**src/verilog/adcm_params.svh**
```systemverilog
// Constants for the converter mode control block.
// Assumes inclusion by bare name from the package; the design module uses its macros without including it.
`ifndef ADCM_PARAMS_SVH
`define ADCM_PARAMS_SVH
`define ADCM_MODE_ADDR       8'hD8
`define ADCM_MODE_RESET      8'h00
`define ADCM_BIT_DONE        7
`define ADCM_BIT_DMA         6
`define ADCM_BIT_CONT        5
`define ADCM_BIT_SINGLE      4
`define ADCM_CONV_CLOCKS     17
`define ADCM_DIV_LIMIT_8     5'h07
`define ADCM_DIV_LIMIT_4     5'h03
`define ADCM_DIV_LIMIT_16    5'h0F
`define ADCM_DIV_LIMIT_32    5'h1F
`define ADCM_CLK_MHZ         20
`endif

```
**src/verilog/adcm_pkg.sv**
```systemverilog
// Types for the converter mode control block.
// Assumes adcm_params.svh on the include path.
`include "adcm_params.svh"
package adcm_pkg;
  typedef enum logic [1:0] {
    ADCM_IDLE = 2'b00,
    ADCM_CONV = 2'b01,
    ADCM_DMA  = 2'b10
  } adcm_state_t;
endpackage : adcm_pkg

```
**src/verilog/adcm_mode_ctrl.sv**
```systemverilog
// Converter mode control register and conversion sequencer.
// Assumes an 8051-style SFR bus on clk, and a DMA engine reporting done.
// Functional notes
// - Conversion-done flag bit 7 sets at the end of every single or continuous conversion, not when a DMA capture finishes.
// - The flag clears itself when the core vectors to the converter interrupt.
// - Writing one to bit 6 starts the preconfigured DMA capture, set up beforehand.
// - The DMA enable bit returns to zero when the DMA capture finishes.
// - The address latch strobe is held off while DMA mode is enabled.
// - Bit 5 puts the converter into free-running conversion.
// - Continuous conversions use the channel and timing already programmed.
// - In continuous mode a new conversion starts as soon as the last completes.
// - Writing one to bit 4 launches exactly one conversion.
// - Bit 4 clears itself when its single conversion completes.
// - The register sits at SFR D8H, resets to 00H and is bit addressable.
// - Low nibble selects the channel at start, except DMA takes the channel from memory.
// - A conversion takes seventeen converter clocks from a divided master clock.
`timescale 1ns/1ns
module adcm_mode_ctrl
  import adcm_pkg::*;
#(
  parameter int CONV_CLOCKS = `ADCM_CONV_CLOCKS
) (
  // Clock and reset
  input  wire logic       clk,
  input  wire logic       reset,
  // SFR bus
  input  wire logic [7:0] sfr_addr,
  input  wire logic       sfr_wr,
  input  wire logic [7:0] sfr_wdata,
  input  wire logic       bit_wr,
  input  wire logic [2:0] bit_sel,
  input  wire logic       bit_val,
  output logic      [7:0] sfr_rdata,
  // Interrupt handshake
  input  wire logic       int_enable,
  input  wire logic       int_vector_ack,
  output logic            int_request,
  // Converter clock and DMA engine
  input  wire logic [1:0] clk_div_sel,
  input  wire logic [3:0] dma_channel,
  input  wire logic       dma_done,
  output logic            conv_start,
  output logic      [3:0] conv_channel,
  output logic            conv_busy,
  // Address latch strobe
  input  wire logic       ale_core,
  output logic            ale_out
);

  logic [7:0]  mode_reg;
  adcm_state_t state;
  logic [4:0]  div_cnt;
  logic        adc_tick;
  logic [5:0]  conv_cnt;
  logic        conv_end;
  logic        reg_hit;
  logic [7:0]  wr_value;
  logic [4:0]  div_limit;

  assign reg_hit = (sfr_addr == `ADCM_MODE_ADDR);

  // Byte write or single-bit write to the same register
  always_comb begin
    wr_value = mode_reg;
    if (sfr_wr && reg_hit) begin
      wr_value = sfr_wdata;
    end else if (bit_wr && reg_hit) begin
      wr_value[bit_sel] = bit_val;
    end
  end

  // Converter clock divider: 8, 4, 16 or 32 master clocks
  always_comb begin
    case (clk_div_sel)
      2'b00:   div_limit = `ADCM_DIV_LIMIT_8;
      2'b01:   div_limit = `ADCM_DIV_LIMIT_4;
      2'b10:   div_limit = `ADCM_DIV_LIMIT_16;
      default: div_limit = `ADCM_DIV_LIMIT_32;
    endcase
  end

  always_ff @(posedge clk or posedge reset) begin
    if (reset) begin
      div_cnt  <= 5'h00;
      adc_tick <= 1'b0;
    end else begin
      adc_tick <= (div_cnt >= div_limit);
      div_cnt  <= (div_cnt >= div_limit) ? 5'h00 : div_cnt + 5'h01;
    end
  end

  assign conv_end = (state == ADCM_CONV) && adc_tick &&
                    (conv_cnt == 6'(CONV_CLOCKS - 1));

  // Sequencer: idle, converting, DMA capture
  always_ff @(posedge clk or posedge reset) begin
    if (reset) begin
      state        <= ADCM_IDLE;
      conv_cnt     <= 6'h00;
      conv_start   <= 1'b0;
      conv_channel <= 4'h0;
    end else begin
      conv_start <= 1'b0;
      case (state)
        ADCM_IDLE: begin
          if (mode_reg[`ADCM_BIT_DMA]) begin
            state        <= ADCM_DMA;
            conv_channel <= dma_channel;
          end else if (mode_reg[`ADCM_BIT_SINGLE] || mode_reg[`ADCM_BIT_CONT]) begin
            state        <= ADCM_CONV;
            conv_cnt     <= 6'h00;
            conv_start   <= 1'b1;
            conv_channel <= mode_reg[3:0];
          end
        end
        ADCM_CONV: begin
          if (adc_tick) begin
            conv_cnt <= conv_cnt + 6'h01;
          end
          if (conv_end) begin
            if (mode_reg[`ADCM_BIT_CONT]) begin
              conv_cnt     <= 6'h00;
              conv_start   <= 1'b1;
              conv_channel <= mode_reg[3:0];
            end else begin
              state <= ADCM_IDLE;
            end
          end
        end
        ADCM_DMA: begin
          conv_channel <= dma_channel;
          if (dma_done) begin
            state <= ADCM_IDLE;
          end
        end
        default: state <= ADCM_IDLE;
      endcase
    end
  end

  // Register: hardware sets win over software clears
  always_ff @(posedge clk or posedge reset) begin
    if (reset) begin
      mode_reg <= `ADCM_MODE_RESET;
    end else begin
      mode_reg <= wr_value;
      if (int_vector_ack) begin
        mode_reg[`ADCM_BIT_DONE] <= 1'b0;
      end
      if (conv_end && !mode_reg[`ADCM_BIT_CONT]) begin
        mode_reg[`ADCM_BIT_SINGLE] <= 1'b0;
      end
      if (state == ADCM_DMA && dma_done) begin
        mode_reg[`ADCM_BIT_DMA] <= 1'b0;
      end
      if (conv_end) begin
        mode_reg[`ADCM_BIT_DONE] <= 1'b1;
      end
    end
  end

  // Outputs registered
  always_ff @(posedge clk or posedge reset) begin
    if (reset) begin
      sfr_rdata   <= 8'h00;
      int_request <= 1'b0;
      ale_out     <= 1'b0;
      conv_busy   <= 1'b0;
    end else begin
      sfr_rdata   <= reg_hit ? mode_reg : 8'h00;
      int_request <= mode_reg[`ADCM_BIT_DONE] && int_enable;
      ale_out     <= ale_core && !mode_reg[`ADCM_BIT_DMA];
      conv_busy   <= (state != ADCM_IDLE);
    end
  end

  property p_done_set;
    @(posedge clk) disable iff (reset)
      conv_end |=> mode_reg[`ADCM_BIT_DONE];
  endproperty
  a_done_set: assert property (p_done_set) else $error("done flag not set");

  property p_done_clear;
    @(posedge clk) disable iff (reset)
      (int_vector_ack && !conv_end) |=> !mode_reg[`ADCM_BIT_DONE];
  endproperty
  a_done_clear: assert property (p_done_clear) else $error("done flag not cleared");

  property p_dma_clear;
    @(posedge clk) disable iff (reset)
      (state == ADCM_DMA && dma_done) |=> !mode_reg[`ADCM_BIT_DMA];
  endproperty
  a_dma_clear: assert property (p_dma_clear) else $error("dma bit stuck");

  property p_ale_off;
    @(posedge clk) disable iff (reset)
      mode_reg[`ADCM_BIT_DMA] |=> !ale_out;
  endproperty
  a_ale_off: assert property (p_ale_off) else $error("strobe during dma");

  property p_cont_restart;
    @(posedge clk) disable iff (reset)
      (conv_end && mode_reg[`ADCM_BIT_CONT]) |=> conv_start && state == ADCM_CONV;
  endproperty
  a_cont_restart: assert property (p_cont_restart) else $error("no restart");

  property p_single_clear;
    @(posedge clk) disable iff (reset)
      (conv_end && !mode_reg[`ADCM_BIT_CONT]) |=>
        !mode_reg[`ADCM_BIT_SINGLE] && state == ADCM_IDLE;
  endproperty
  a_single_clear: assert property (p_single_clear) else $error("single bit stuck");

  property p_single_start;
    @(posedge clk) disable iff (reset)
      (state == ADCM_IDLE && mode_reg[`ADCM_BIT_SINGLE] && !mode_reg[`ADCM_BIT_DMA])
        |=> conv_start && conv_channel == $past(mode_reg[3:0]);
  endproperty
  a_single_start: assert property (p_single_start) else $error("no start");

  property p_irq;
    @(posedge clk) disable iff (reset)
      (mode_reg[`ADCM_BIT_DONE] && int_enable) |=> int_request;
  endproperty
  a_irq: assert property (p_irq) else $error("no interrupt request");

endmodule : adcm_mode_ctrl

```
**config.mk**
```make
export PLATFORM = sky130hd
export DESIGN_NAME = adcm_mode_ctrl
export DESIGN_NICKNAME = d
export VERILOG_FILES = /design/src/verilog/adcm_pkg.sv /design/src/verilog/adcm_mode_ctrl.sv
export VERILOG_INCLUDE_DIRS = /design/src /design/src/verilog
export SDC_FILE = /design/constraint.sdc
export NUM_CORES = 1
export LEC_CHECK = 0
export ABC_AREA = 0
export BUFFER_PORTS_ARGS = -buffer_cell sky130_fd_sc_hd__buf_2
export CORE_AREA = 2 2 63 65
export DETAILED_ROUTE_END_ITERATION = 10
export DIE_AREA = 0 0 65 67
export PLACE_DENSITY = 0.82
export SLEW_MARGIN = 15
export SYNTH_ARGS = -nofsm -noshare
export SYNTH_HDL_FRONTEND = slang
export SYNTH_SLANG_ARGS = --single-unit
```
**constraint.sdc**
```tcl
create_clock -name clk -period 2.8 [get_ports clk]
set_input_delay 0.56 -clock clk [delete_from_list [all_inputs] [get_ports clk]]
set_output_delay 0.56 -clock clk [all_outputs]
set_load 0.05 [all_outputs]
```
==> run_results.csv, run 1 <==
group,metric,value,unit
timing,layout_worst_path_cycle_share,68.2,%
placement,hpwl,3.10,mm
final_layout,stdcell_count,298,
timing,finalClockSkew,6.60,ps
run_status,outcome,"completed",
placement,gp_congestion,0.795,
power_and_ir_drop,seqPwrFrac,39.6,%
placement,port_buffers,49,
power_and_ir_drop,p_switching,0.756,mW
timing,setup_viol,0,
grt,grt_max_degree,39,
detailed_routing,vias_per_cell,5.57,
final_layout,drive_gt1_share,26.8,%
worst_setup_path,cp-end-kind,"register",
timing,setup_tns,0,ps
worst_setup_path,cp_top_family,"compound AO/OA/AOI/OAI gates",
synth,synth-seq-cells,38,
final_layout,layout_commonest_cell,"buf_2",
detailed_routing,vias,1661,
power_and_ir_drop,p_leak,1.23,nW
worst_setup_path,worstPathArrival,2110,ps
placement,placed_cell_area,2310,um2
power_and_ir_drop,p_int,1.20,mW
timing,final-hold-violation-count,0,
cts,post_cts.repair.setup_buffers,0,
worst_setup_path,critPathBufInv,1,
cts,cts_resized,0,
final_layout,fin_nets,293,
floorplanning,start_util,55.6,%
synth,ys_types,44,
worst_setup_path,worstSetupStartpointType,"register",
grt,globalRouteOverflowTotal,0,
cts,cts_max_level,2,
floorplanning,fp.coreArea,3610,um2
placement,dp_cells,290,
final_layout,fillCellCount,283,
grt,grt.total_usage,20.8,%
synth,yosysSeqAreaShare,47.4,%
cts,clkTransAtPathRegs,80,ps
grt,antenna_found_initial,0,
timing,slew_violations,0,
worst_setup_path,critPathSlowestCell,"a2bb2oi_1",
worst_setup_path,cp_max_fo,12,
grt,first_global_vias,1490,
timing,whs,368,ps
worst_setup_path,worst_ep_required_time,3000,ps
floorplanning,num_rows,22,
worst_setup_path,cpPeakStageDelay,620,ps
synth,yosys_warnings,0,
synth,synthCells,195,
flow_run,drv_cap,0,
synth,syn-mean-instance-area,10.3,um2
cts,cts_hold_buf,0,
cts,cts_tree,"built",
worst_setup_path,worstSetupPathType,"reg -> reg",
detailed_routing,post-route-drc-count,0,
floorplanning,die_height,67,um
power_and_ir_drop,peakVddDrop,518,uV
final_layout,final_cell_mix,"buf_2, dfrtp_1, nor2_1",
placement,dp_slack,603,ps
cts,clock-sinks,38,
power_and_ir_drop,combinationalPowerShare,37.1,%
floorplanning,io_pins,50,
final_layout,diodes,0,
worst_hold_path,hp-class,"in -> async",
synth,syn_area,2000,um2
cts,root_buffer,"clkbuf_8",
timing,max_slew.worst_pin.slew,738,ps
synth,syn_nets,239,
cts,numCtsBuffers,5,
detailed_routing,wire_per_inst,14.0,um
timing,min_period,1910,ps
cts,clk_latency,290,ps
final_layout,areaGrowthSynthToFinish,20.8,%
final_layout,final_area,2420,um2
floorplanning,die-area,4360,um2
detailed_routing,drt-initial-drc-count,91,
power_and_ir_drop,p_per_area,807,nW/um2
cts,clock_path_buffers,2,
detailed_routing,wirelength,4.16,mm
timing,max_freq,524,MHz
detailed_routing,dr.pass1.iters,4,
timing,slew_headroom,50.6,%
detailed_routing,ant_nets,0,
floorplanning,die_width,65,um
timing,rsz0062_at_grt,"no",
final_layout,utilization,67.1,%
power_and_ir_drop,swShare,38.7,%
power_and_ir_drop,p_total,1.96,mW
worst_setup_path,path_cells,"inv_1, ha_1, nand2b_1, a2bb2oi_1, o21ai_0, a21oi_1",
timing,timing.final.ws_setup,890,ps
power_and_ir_drop,power_frac_clock,23.3,%
grt,grt_pass1_wl,6.95,mm
-- per-layer routing --
layer / track usage [%] / up-vias / wire length [um] / part of all wire [%]
li1: - / 814 / - / -
met1: 27.0 / 777 / 1800 / 43
met2: 35.1 / 64 / 2070 / 50
met3: 5.07 / 6 / 255 / 6.1
met4: 4.79 / 0 / 34 / 0.82
met5: 0 / - / 0 / 0
-- synth_stat cells --
cell type   n  share of area [%]
dfrtp_1    38                 47
nor2_1     16                3.0
a21oi_1    15                3.7
inv_1      12                2.2
ha_1       10                6.2
nand2_1     9                1.7
and3_1      7                2.2
o21ai_0     7                1.7
mux2i_1     6                3.0
nor2b_1     5                1.6
or3_1       5                1.6
a22o_1      4                1.7
clkbuf_1    4               0.75
mux2_1      4                2.2
nand2b_1    4                1.2
nand3_1     4                1.0
nor4_1      4                1.2
nand4_1     3               0.94
nor3_1      3               0.75
o21ai_1     3               0.75
a21o_1      2               0.75
a31oi_1     2               0.62
and2_1      2               0.62
mux2_2      2                1.1
nand4b_1    2               0.87
o31ai_1     2               0.75
o41ai_1     2               0.87
xor2_1      2               0.87
a221oi_1    1               0.44
a221oi_2    1               0.75
a2bb2oi_1   1               0.44
a41oi_1     1               0.44
and4b_1     1               0.50
buf_2       1               0.25
nand3b_1    1               0.37
nor4_4      1                1.1
nor4b_2     1               0.75
o211ai_1    1               0.37
o21bai_1    1               0.37
o221a_2     1               0.56
o41ai_2     1               0.81
or4_1       1               0.37
or4b_1      1               0.50
xnor2_1     1               0.44
-- path summary, 6_finish.rpt --
check                                                 start                           to  slack (ps)  cells past startpoint
worst max-delay path                   state[1]$_DFFE_PP0P_      conv_cnt[1]$_DFFE_PP0P_         890                      6
worst min-delay path                                  reset         div_cnt[1]$_DFF_PP0_         370                      3
worst max register to register         state[1]$_DFFE_PP0P_      conv_cnt[1]$_DFFE_PP0P_         890                      6
worst min register to register  conv_channel[0]$_DFFE_PP0P_  conv_channel[0]$_DFFE_PP0P_         490                      1
max in group asynchronous                             reset      conv_cnt[3]$_DFFE_PP0P_        2100                      3
min in group clk                                 int_enable        int_request$_DFF_PP0_         490                      2
-- power groups by stage --
stage | clock (mW) | sequential (mW) | combinational [mW]
after floorplan | 0 | 0.907 | 0.420
after global placement | 0 | 0.779 | 0.695
after detailed placement | 0 | 0.784 | 0.718
after CTS | 0.463 | 0.773 | 0.733
after global routing | 0.487 | 0.792 | 0.802
final | 0.455 | 0.775 | 0.725
-- cells by family (layout without fill, tap and decap cells) --
family / after synthesis / in the layout / synth area share, %
flip-flops: 38 / 38 / 47.4
buffers and inverters: 17 / 72 / 3.25
AND/OR/NAND/NOR: 70 / 70 / 20.2
multiplexers: 12 / 12 / 6.37
AO/OA/AOI/OAI: 45 / 45 / 15.2
adder cells (fa/ha/maj): 10 / 10 / 6.24
XOR/XNOR: 3 / 3 / 1.31
-- cell type report --
cell class                      instances  area [um2]  area share (%)
Clock buffer                            5        68.8            2.84
Timing Repair Buffer                   52         268            11.1
Inverter                               12        45.0            1.86
Multi-Input combinational cell        140         988            40.8
Sequential cell                        38         951            39.3
Clock inverter                          3        40.0            1.65
Tap cell                               48        60.1            2.48
-- worst reg2reg max path, delay by kind of cell, from the launching register on --
kind	cells	cell delay (ps)
AOI/OAI and AO/OA	3	990
DFF	1	410
adders and majority gates	1	230
and+or+nand+nor	1	130
buffers and inverters	1	80
Power figures use the tool's default switching activity.
==> inputs of run 2 (changes only) <==
--- a/config.mk
+++ b/config.mk
@@ -8,10 +8,10 @@
 export LEC_CHECK = 0
 export ABC_AREA = 0
 export BUFFER_PORTS_ARGS = -buffer_cell sky130_fd_sc_hd__buf_2
-export CORE_AREA = 2 2 63 65
+export CORE_AREA = 2 2 68 70
 export DETAILED_ROUTE_END_ITERATION = 10
-export DIE_AREA = 0 0 65 67
-export PLACE_DENSITY = 0.82
+export DIE_AREA = 0 0 70 72
+export PLACE_DENSITY = 0.74
 export SLEW_MARGIN = 15
 export SYNTH_ARGS = -nofsm -noshare
 export SYNTH_HDL_FRONTEND = slang
==> constraint.sdc (replaced) <==
create_clock -name clk -period 1.6 [get_ports clk]
set_input_delay 0.32 -clock clk [delete_from_list [all_inputs] [get_ports clk]]
set_output_delay 0.32 -clock clk [all_outputs]
set_load 0.05 [all_outputs]
==> run 2 against run 1 <==
Compared with the run above: the run now ends with negative setup slack left; critical path type unchanged; count of clock-buffer cells in the layout grew 2; largest power group is now combinational logic; via count is 5.1% higher; utilization decreased by 2.4 points.
==> run_results.csv, run 2 (synthesis gave the netlist of run 1 again) <==
group,metric,value,unit
power_and_ir_drop,power_frac_clock,17.7,%
worst_setup_path,worstSetupPathType,"reg -> reg",
detailed_routing,drt-initial-drc-count,89,
floorplanning,die_width,70,um
timing,layout_worst_path_cycle_share,105,%
worst_setup_path,cpPeakStageDelay,380,ps
timing,final-hold-violation-count,0,
worst_setup_path,worst_ep_required_time,1780,ps
grt,globalRouteOverflowTotal,0,
timing,max_slew.worst_pin.slew,467,ps
cts,clk_latency,290,ps
floorplanning,die_height,72,um
timing,min_period,1690,ps
cts,cts_tree,"built",
cts,numCtsBuffers,5,
power_and_ir_drop,p_switching,1.48,mW
placement,hpwl,3.48,mm
detailed_routing,post-route-drc-count,0,
timing,setup_viol,10,
placement,port_buffers,49,
power_and_ir_drop,swShare,38.4,%
detailed_routing,dr.pass1.iters,4,
detailed_routing,vias,1745,
floorplanning,num_rows,24,
power_and_ir_drop,seqPwrFrac,34.4,%
floorplanning,start_util,47.0,%
timing,rsz0062_at_grt,"yes",
power_and_ir_drop,peakVddDrop,625,uV
grt,first_global_vias,1652,
detailed_routing,wirelength,4.67,mm
cts,clock-sinks,38,
power_and_ir_drop,combinationalPowerShare,47.9,%
cts,clock_path_buffers,2,
grt,grt_pass1_wl,7.88,mm
final_layout,diodes,0,
detailed_routing,wire_per_inst,14.1,um
power_and_ir_drop,p_total,3.84,mW
timing,slew_headroom,68.9,%
timing,max_freq,593,MHz
worst_hold_path,hp-class,"in -> async",
detailed_routing,ant_nets,0,
worst_setup_path,cp_top_family,"simple AND/OR/NAND/NOR gates",
run_status,outcome,"complete, but fails checks",
floorplanning,io_pins,50,
final_layout,areaGrowthSynthToFinish,37.6,%
grt,antenna_found_initial,0,
run_status,violations,"negative setup slack",
timing,slew_violations,0,
cts,cts_max_level,2,
detailed_routing,vias_per_cell,5.29,
worst_setup_path,worstSetupStartpointType,"register",
power_and_ir_drop,p_leak,1.41,nW
final_layout,final_cell_mix,"buf_2, dfrtp_1, buf_4",
floorplanning,fp.coreArea,4260,um2
worst_setup_path,critPathBufInv,2,
grt,grt.total_usage,20.0,%
worst_setup_path,worstPathArrival,1860,ps
final_layout,layout_commonest_cell,"buf_2",
cts,root_buffer,"clkbuf_8",
worst_setup_path,cp-end-kind,"register",
timing,timing.final.ws_setup,-86.6,ps
placement,gp_congestion,0.956,
cts,cts_hold_buf,0,
worst_setup_path,path_cells,"inv_1, ha_2, nand4b_1, or3_4, o41ai_4, buf_6, a21oi_1",
flow_run,drv_cap,0,
worst_setup_path,critPathSlowestCell,"dfrtp_1",
cts,clkTransAtPathRegs,70,ps
timing,whs,124,ps
floorplanning,die-area,5040,um2
worst_setup_path,cp_max_fo,6,
power_and_ir_drop,p_int,2.37,mW
final_layout,drive_gt1_share,40.6,%
power_and_ir_drop,p_per_area,1390,nW/um2
timing,finalClockSkew,4.55,ps
grt,grt_max_degree,39,
final_layout,fin_nets,321,
-- run 2: cell types whose count changed in the layout (fill, tap and decap cells not counted), moves of 2 or more --
cell     change
inv_1        -4
ha_1         -2
nor4_1       -4
mux2_4       +2
inv_2        +4
nor4_4       +3
o21ai_2      +2
buf_4       +27
-- run 2: path summary, 6_finish.rpt --
check	from	to	slack [ps]	cells after the start
max	conv_cnt[0]$_DFFE_PP0P_	conv_cnt[5]$_DFFE_PP0P_	-90	7
min	reset	conv_busy$_DFF_PP0_	120	3
max reg2reg	conv_cnt[0]$_DFFE_PP0P_	conv_cnt[5]$_DFFE_PP0P_	-90	7
min reg2reg	div_cnt[0]$_DFF_PP0_	div_cnt[0]$_DFF_PP0_	480	1
max in group asynchronous	reset	state[0]$_DFFE_PP0P_	1150	3
min in group clk	dma_done	mode_reg[6]$_DFFE_PP0P_	230	2
-- run 2: final cells by class --
cell class              count  area [um2]
clock buffers               7        86.3
clock inverters             1        5.00
fillers                   367        1510
inverters                  12        45.0
multi-input cells         140        1120
flip-flops and latches     38         951
well taps                  52        65.1
repair buffers             80         482
-- run 2: worst register-to-register path: stages (launching register included) --
cell and delay, ps:
dfrtp_1 380, inv_1 70, ha_2 160, nand4b_1 150, or3_4 380, o41ai_4 230
buf_6 170, a21oi_1 50
-- run 2: power by group through the flow --
stage	sequential [mW]	combinational (mW)	clock, mW
2_1_floorplan	1.59	0.793	0
3_3_place_gp	1.33	1.60	0
3_5_place_dp	1.33	1.65	0
4_1_cts	1.32	1.75	0.699
5_1_grt	1.35	2.01	0.749
6_report	1.32	1.84	0.679
-- run 2: repair_timing --
item                       CTS  global route
hold endpoints to repair     0             0
buffers inserted             1             1
setup endpoints to repair   12            14
resized for setup            6            11
pin swaps                    2             2
-- run 2: metal layers --
layer  GRT usage [%]  part of all wire [%]  vias up
met4            8.76                   1.7        0
met3            5.00                   4.0        5
met1            26.4                    46      827
met2            31.4                    48       38
met5               0                     0        -
li1                -                     -      875
-- run 2: stage by stage --
stage                     util [%]  worst slack, ps  setup TNS (ps)  area, um2  std cells
after CTS                     63.4            -80.1            -726       2710        329
after global placement        60.5             -151           -1280       2580        320
after detailed placement      60.5             -179           -1770       2580        320
after floorplan                  -            -62.7           -94.9       2080        195
after global routing          64.7             -227           -2110       2760        330
final                         64.7            -86.6            -742       2760        330
==> inputs of run 3 (changes only) <==
--- a/config.mk
+++ b/config.mk
@@ -11,7 +11,7 @@
 export CORE_AREA = 2 2 68 70
 export DETAILED_ROUTE_END_ITERATION = 10
 export DIE_AREA = 0 0 70 72
-export PLACE_DENSITY = 0.74
+export PLACE_DENSITY_LB_ADDON = 0.2
 export SLEW_MARGIN = 15
 export SYNTH_ARGS = -nofsm -noshare
 export SYNTH_HDL_FRONTEND = slang
==> run 3 against run 2 <==
Compared with the run above: the flow still finishes with violations (negative setup slack); maximum frequency rose by 1.1%; total power rose by 3.5%; critical endpoint is now conv_cnt[0]$_DFFE_PP0P_; non-clock buffer count rose by 7; critical path type unchanged; largest cell class unchanged; cell count rose by 1.5%; clock power fell by 4.3%; register-to-register slack improved by 20 ps; die area did not move.
==> run_results.csv, run 3 (synthesis gave the netlist of run 1 again) <==
group,metric,value,unit
detailed_routing,vias,1849,
final_layout,final_area,2840,um2
placement,port_buffers,49,
worst_setup_path,cpPeakStageDelay,410,ps
cts,root_buffer,"clkbuf_8",
run_status,outcome,"complete, but fails checks",
final_layout,final_cell_mix,"buf_2, dfrtp_1, buf_4",
timing,slew_headroom,68.2,%
floorplanning,die_height,72,um
cts,clock-sinks,38,
flow_run,drv_cap,0,
worst_setup_path,cp_max_fo,5,
cts,clk_latency,290,ps
cts,cts_max_level,2,
run_status,violations,"negative setup slack",
detailed_routing,post-route-drc-count,0,
placement,dp_slack,-192,ps
cts,numCtsBuffers,5,
detailed_routing,dr.pass1.iters,4,
power_and_ir_drop,peakVddDrop,861,uV
timing,setup_viol,10,
worst_setup_path,worstSetupPathType,"reg -> reg",
worst_setup_path,worst_ep_required_time,1820,ps
worst_setup_path,startpoint,"state[0]$_DFFE_PP0P_",
final_layout,areaGrowthSynthToFinish,41.6,%
cts,clkTransAtPathRegs,70,ps
worst_setup_path,worstSetupStartpointType,"register",
detailed_routing,wirelength,5.01,mm
power_and_ir_drop,p_per_area,1400,nW/um2
grt,globalRouteOverflowTotal,0,
floorplanning,num_rows,24,
grt,first_global_vias,1860,
floorplanning,fp.coreArea,4260,um2
grt,grt.total_usage,21.2,%
worst_setup_path,cp-end-kind,"register",
timing,finalClockSkew,8.07,ps
floorplanning,die_width,70,um
timing,max_slew.worst_pin.slew,477,ps
final_layout,layout_commonest_cell,"buf_2",
grt,grt_pass1_wl,8.49,mm
floorplanning,start_util,47.0,%
grt,antenna_found_initial,0,
cts,cts_hold_buf,0,
timing,final-hold-violation-count,0,
worst_setup_path,cp_common_cell,"buf_4",
final_layout,diodes,0,
power_and_ir_drop,p_leak,1.44,nW
detailed_routing,vias_per_cell,5.52,
detailed_routing,ant_nets,0,
final_layout,fin_nets,328,
placement,hpwl,3.63,mm
timing,min_period,1670,ps
timing,max_freq,600,MHz
detailed_routing,wire_per_inst,14.9,um
floorplanning,io_pins,50,
timing,timing.final.ws_setup,-67.5,ps
cts,clock_path_buffers,2,
detailed_routing,drt-initial-drc-count,84,
final_layout,drive_gt1_share,43.8,%
worst_hold_path,hp-class,"in -> async",
worst_setup_path,path_cells,"inv_2, ha_4, nand2b_4, a2bb2oi_2, buf_4, buf_4, or3_1, a21oi_1",
timing,layout_worst_path_cycle_share,104,%
placement,placed_cell_area,2590,um2
worst_setup_path,critPathSlowestCell,"dfrtp_1",
timing,rsz0062_at_grt,"yes",
placement,gp_congestion,0.833,
floorplanning,die-area,5040,um2
timing,slew_violations,0,
worst_setup_path,worstPathArrival,1890,ps
cts,cts_tree,"built",
grt,grt_max_degree,39,
worst_setup_path,rr_startpoint,"state[0]$_DFFE_PP0P_",
[run 3: cell types whose count changed in the layout (fill, tap and decap cells not counted), sizes merged]
cell	before	now
buf	80	87
clkbuf	7	6
clkinv	1	0
[run 3: area by class of cell]
class	instances	area [um2]
tap	52	65.1
inverter	12	45.0
sequential	38	951
clock buffer	6	82.6
fill	351	1430
timing repair buffer	87	538
multi-input combinational	140	1160
[run 3: stage by stage]
step	std cells	utilization [%]	TNS, ps	hold WS (ps)	total power, mW
2_1_floorplan	195	-	-94.9	408	2.38
4_1_cts	333	65.0	-407	145	3.90
5_1_grt	335	66.6	-1520	210	4.26
3_3_place_gp	322	60.9	-1040	456	2.97
6_report	335	66.6	-590	118	3.98
3_5_place_dp	322	60.9	-1680	457	3.02
[run 3: power by group]
| part | total [mW] | internal, mW | switching, mW |
|---|---|---|---|
| logic | 2.00 | 0.952 | 1.05 |
| registers | 1.33 | 1.18 | 0.153 |
| clock network | 0.650 | 0.332 | 0.317 |
| total | 3.98 | 2.46 | 1.52 |
[run 3: metal layers]
metal / wire [um] / share of wire [%] / up-vias / global-route usage [%]
met2: 2550 / 51 / 63 / 36.4
li1: - / - / 890 / -
met1: 2100 / 42 / 885 / 26.2
met3: 267 / 5.3 / 11 / 5.14
met5: 0 / 0 / - / 0
met4: 90 / 1.8 / 0 / 7.69
[run 3: path summary, 6_finish.rpt]
check                      cells after the start                 endpoint  slack [ps]
max                                            8  conv_cnt[0]$_DFFE_PP0P_         -70
min                                            3  mode_reg[3]$_DFFE_PP0P_         120
max reg2reg                                    8  conv_cnt[0]$_DFFE_PP0P_         -70
min reg2reg                                    1     div_cnt[0]$_DFF_PP0_         480
max in group asynchronous                      3   sfr_rdata[6]$_DFF_PP0_        1140
min in group clk                               2        ale_out$_DFF_PP0_         250
[run 3: worst max-delay path, delay by kind of cell (launching register included)]
kind,cells,cell delay (ps)
and+or+nand+nor,2,370
AOI/OAI and AO/OA,2,260
buffers and inverters,3,390
DFF,1,410
adders and majority gates,1,170
[run 3: timing repair]
action | 4_1_cts | 5_1_grt
setup buffers | 5 | 2
pin swaps | 9 | 1
hold endpoints to repair | 0 | 0
cloned | 0 | 0
setup endpoints to repair | 10 | 14
resized for setup | 13 | 13
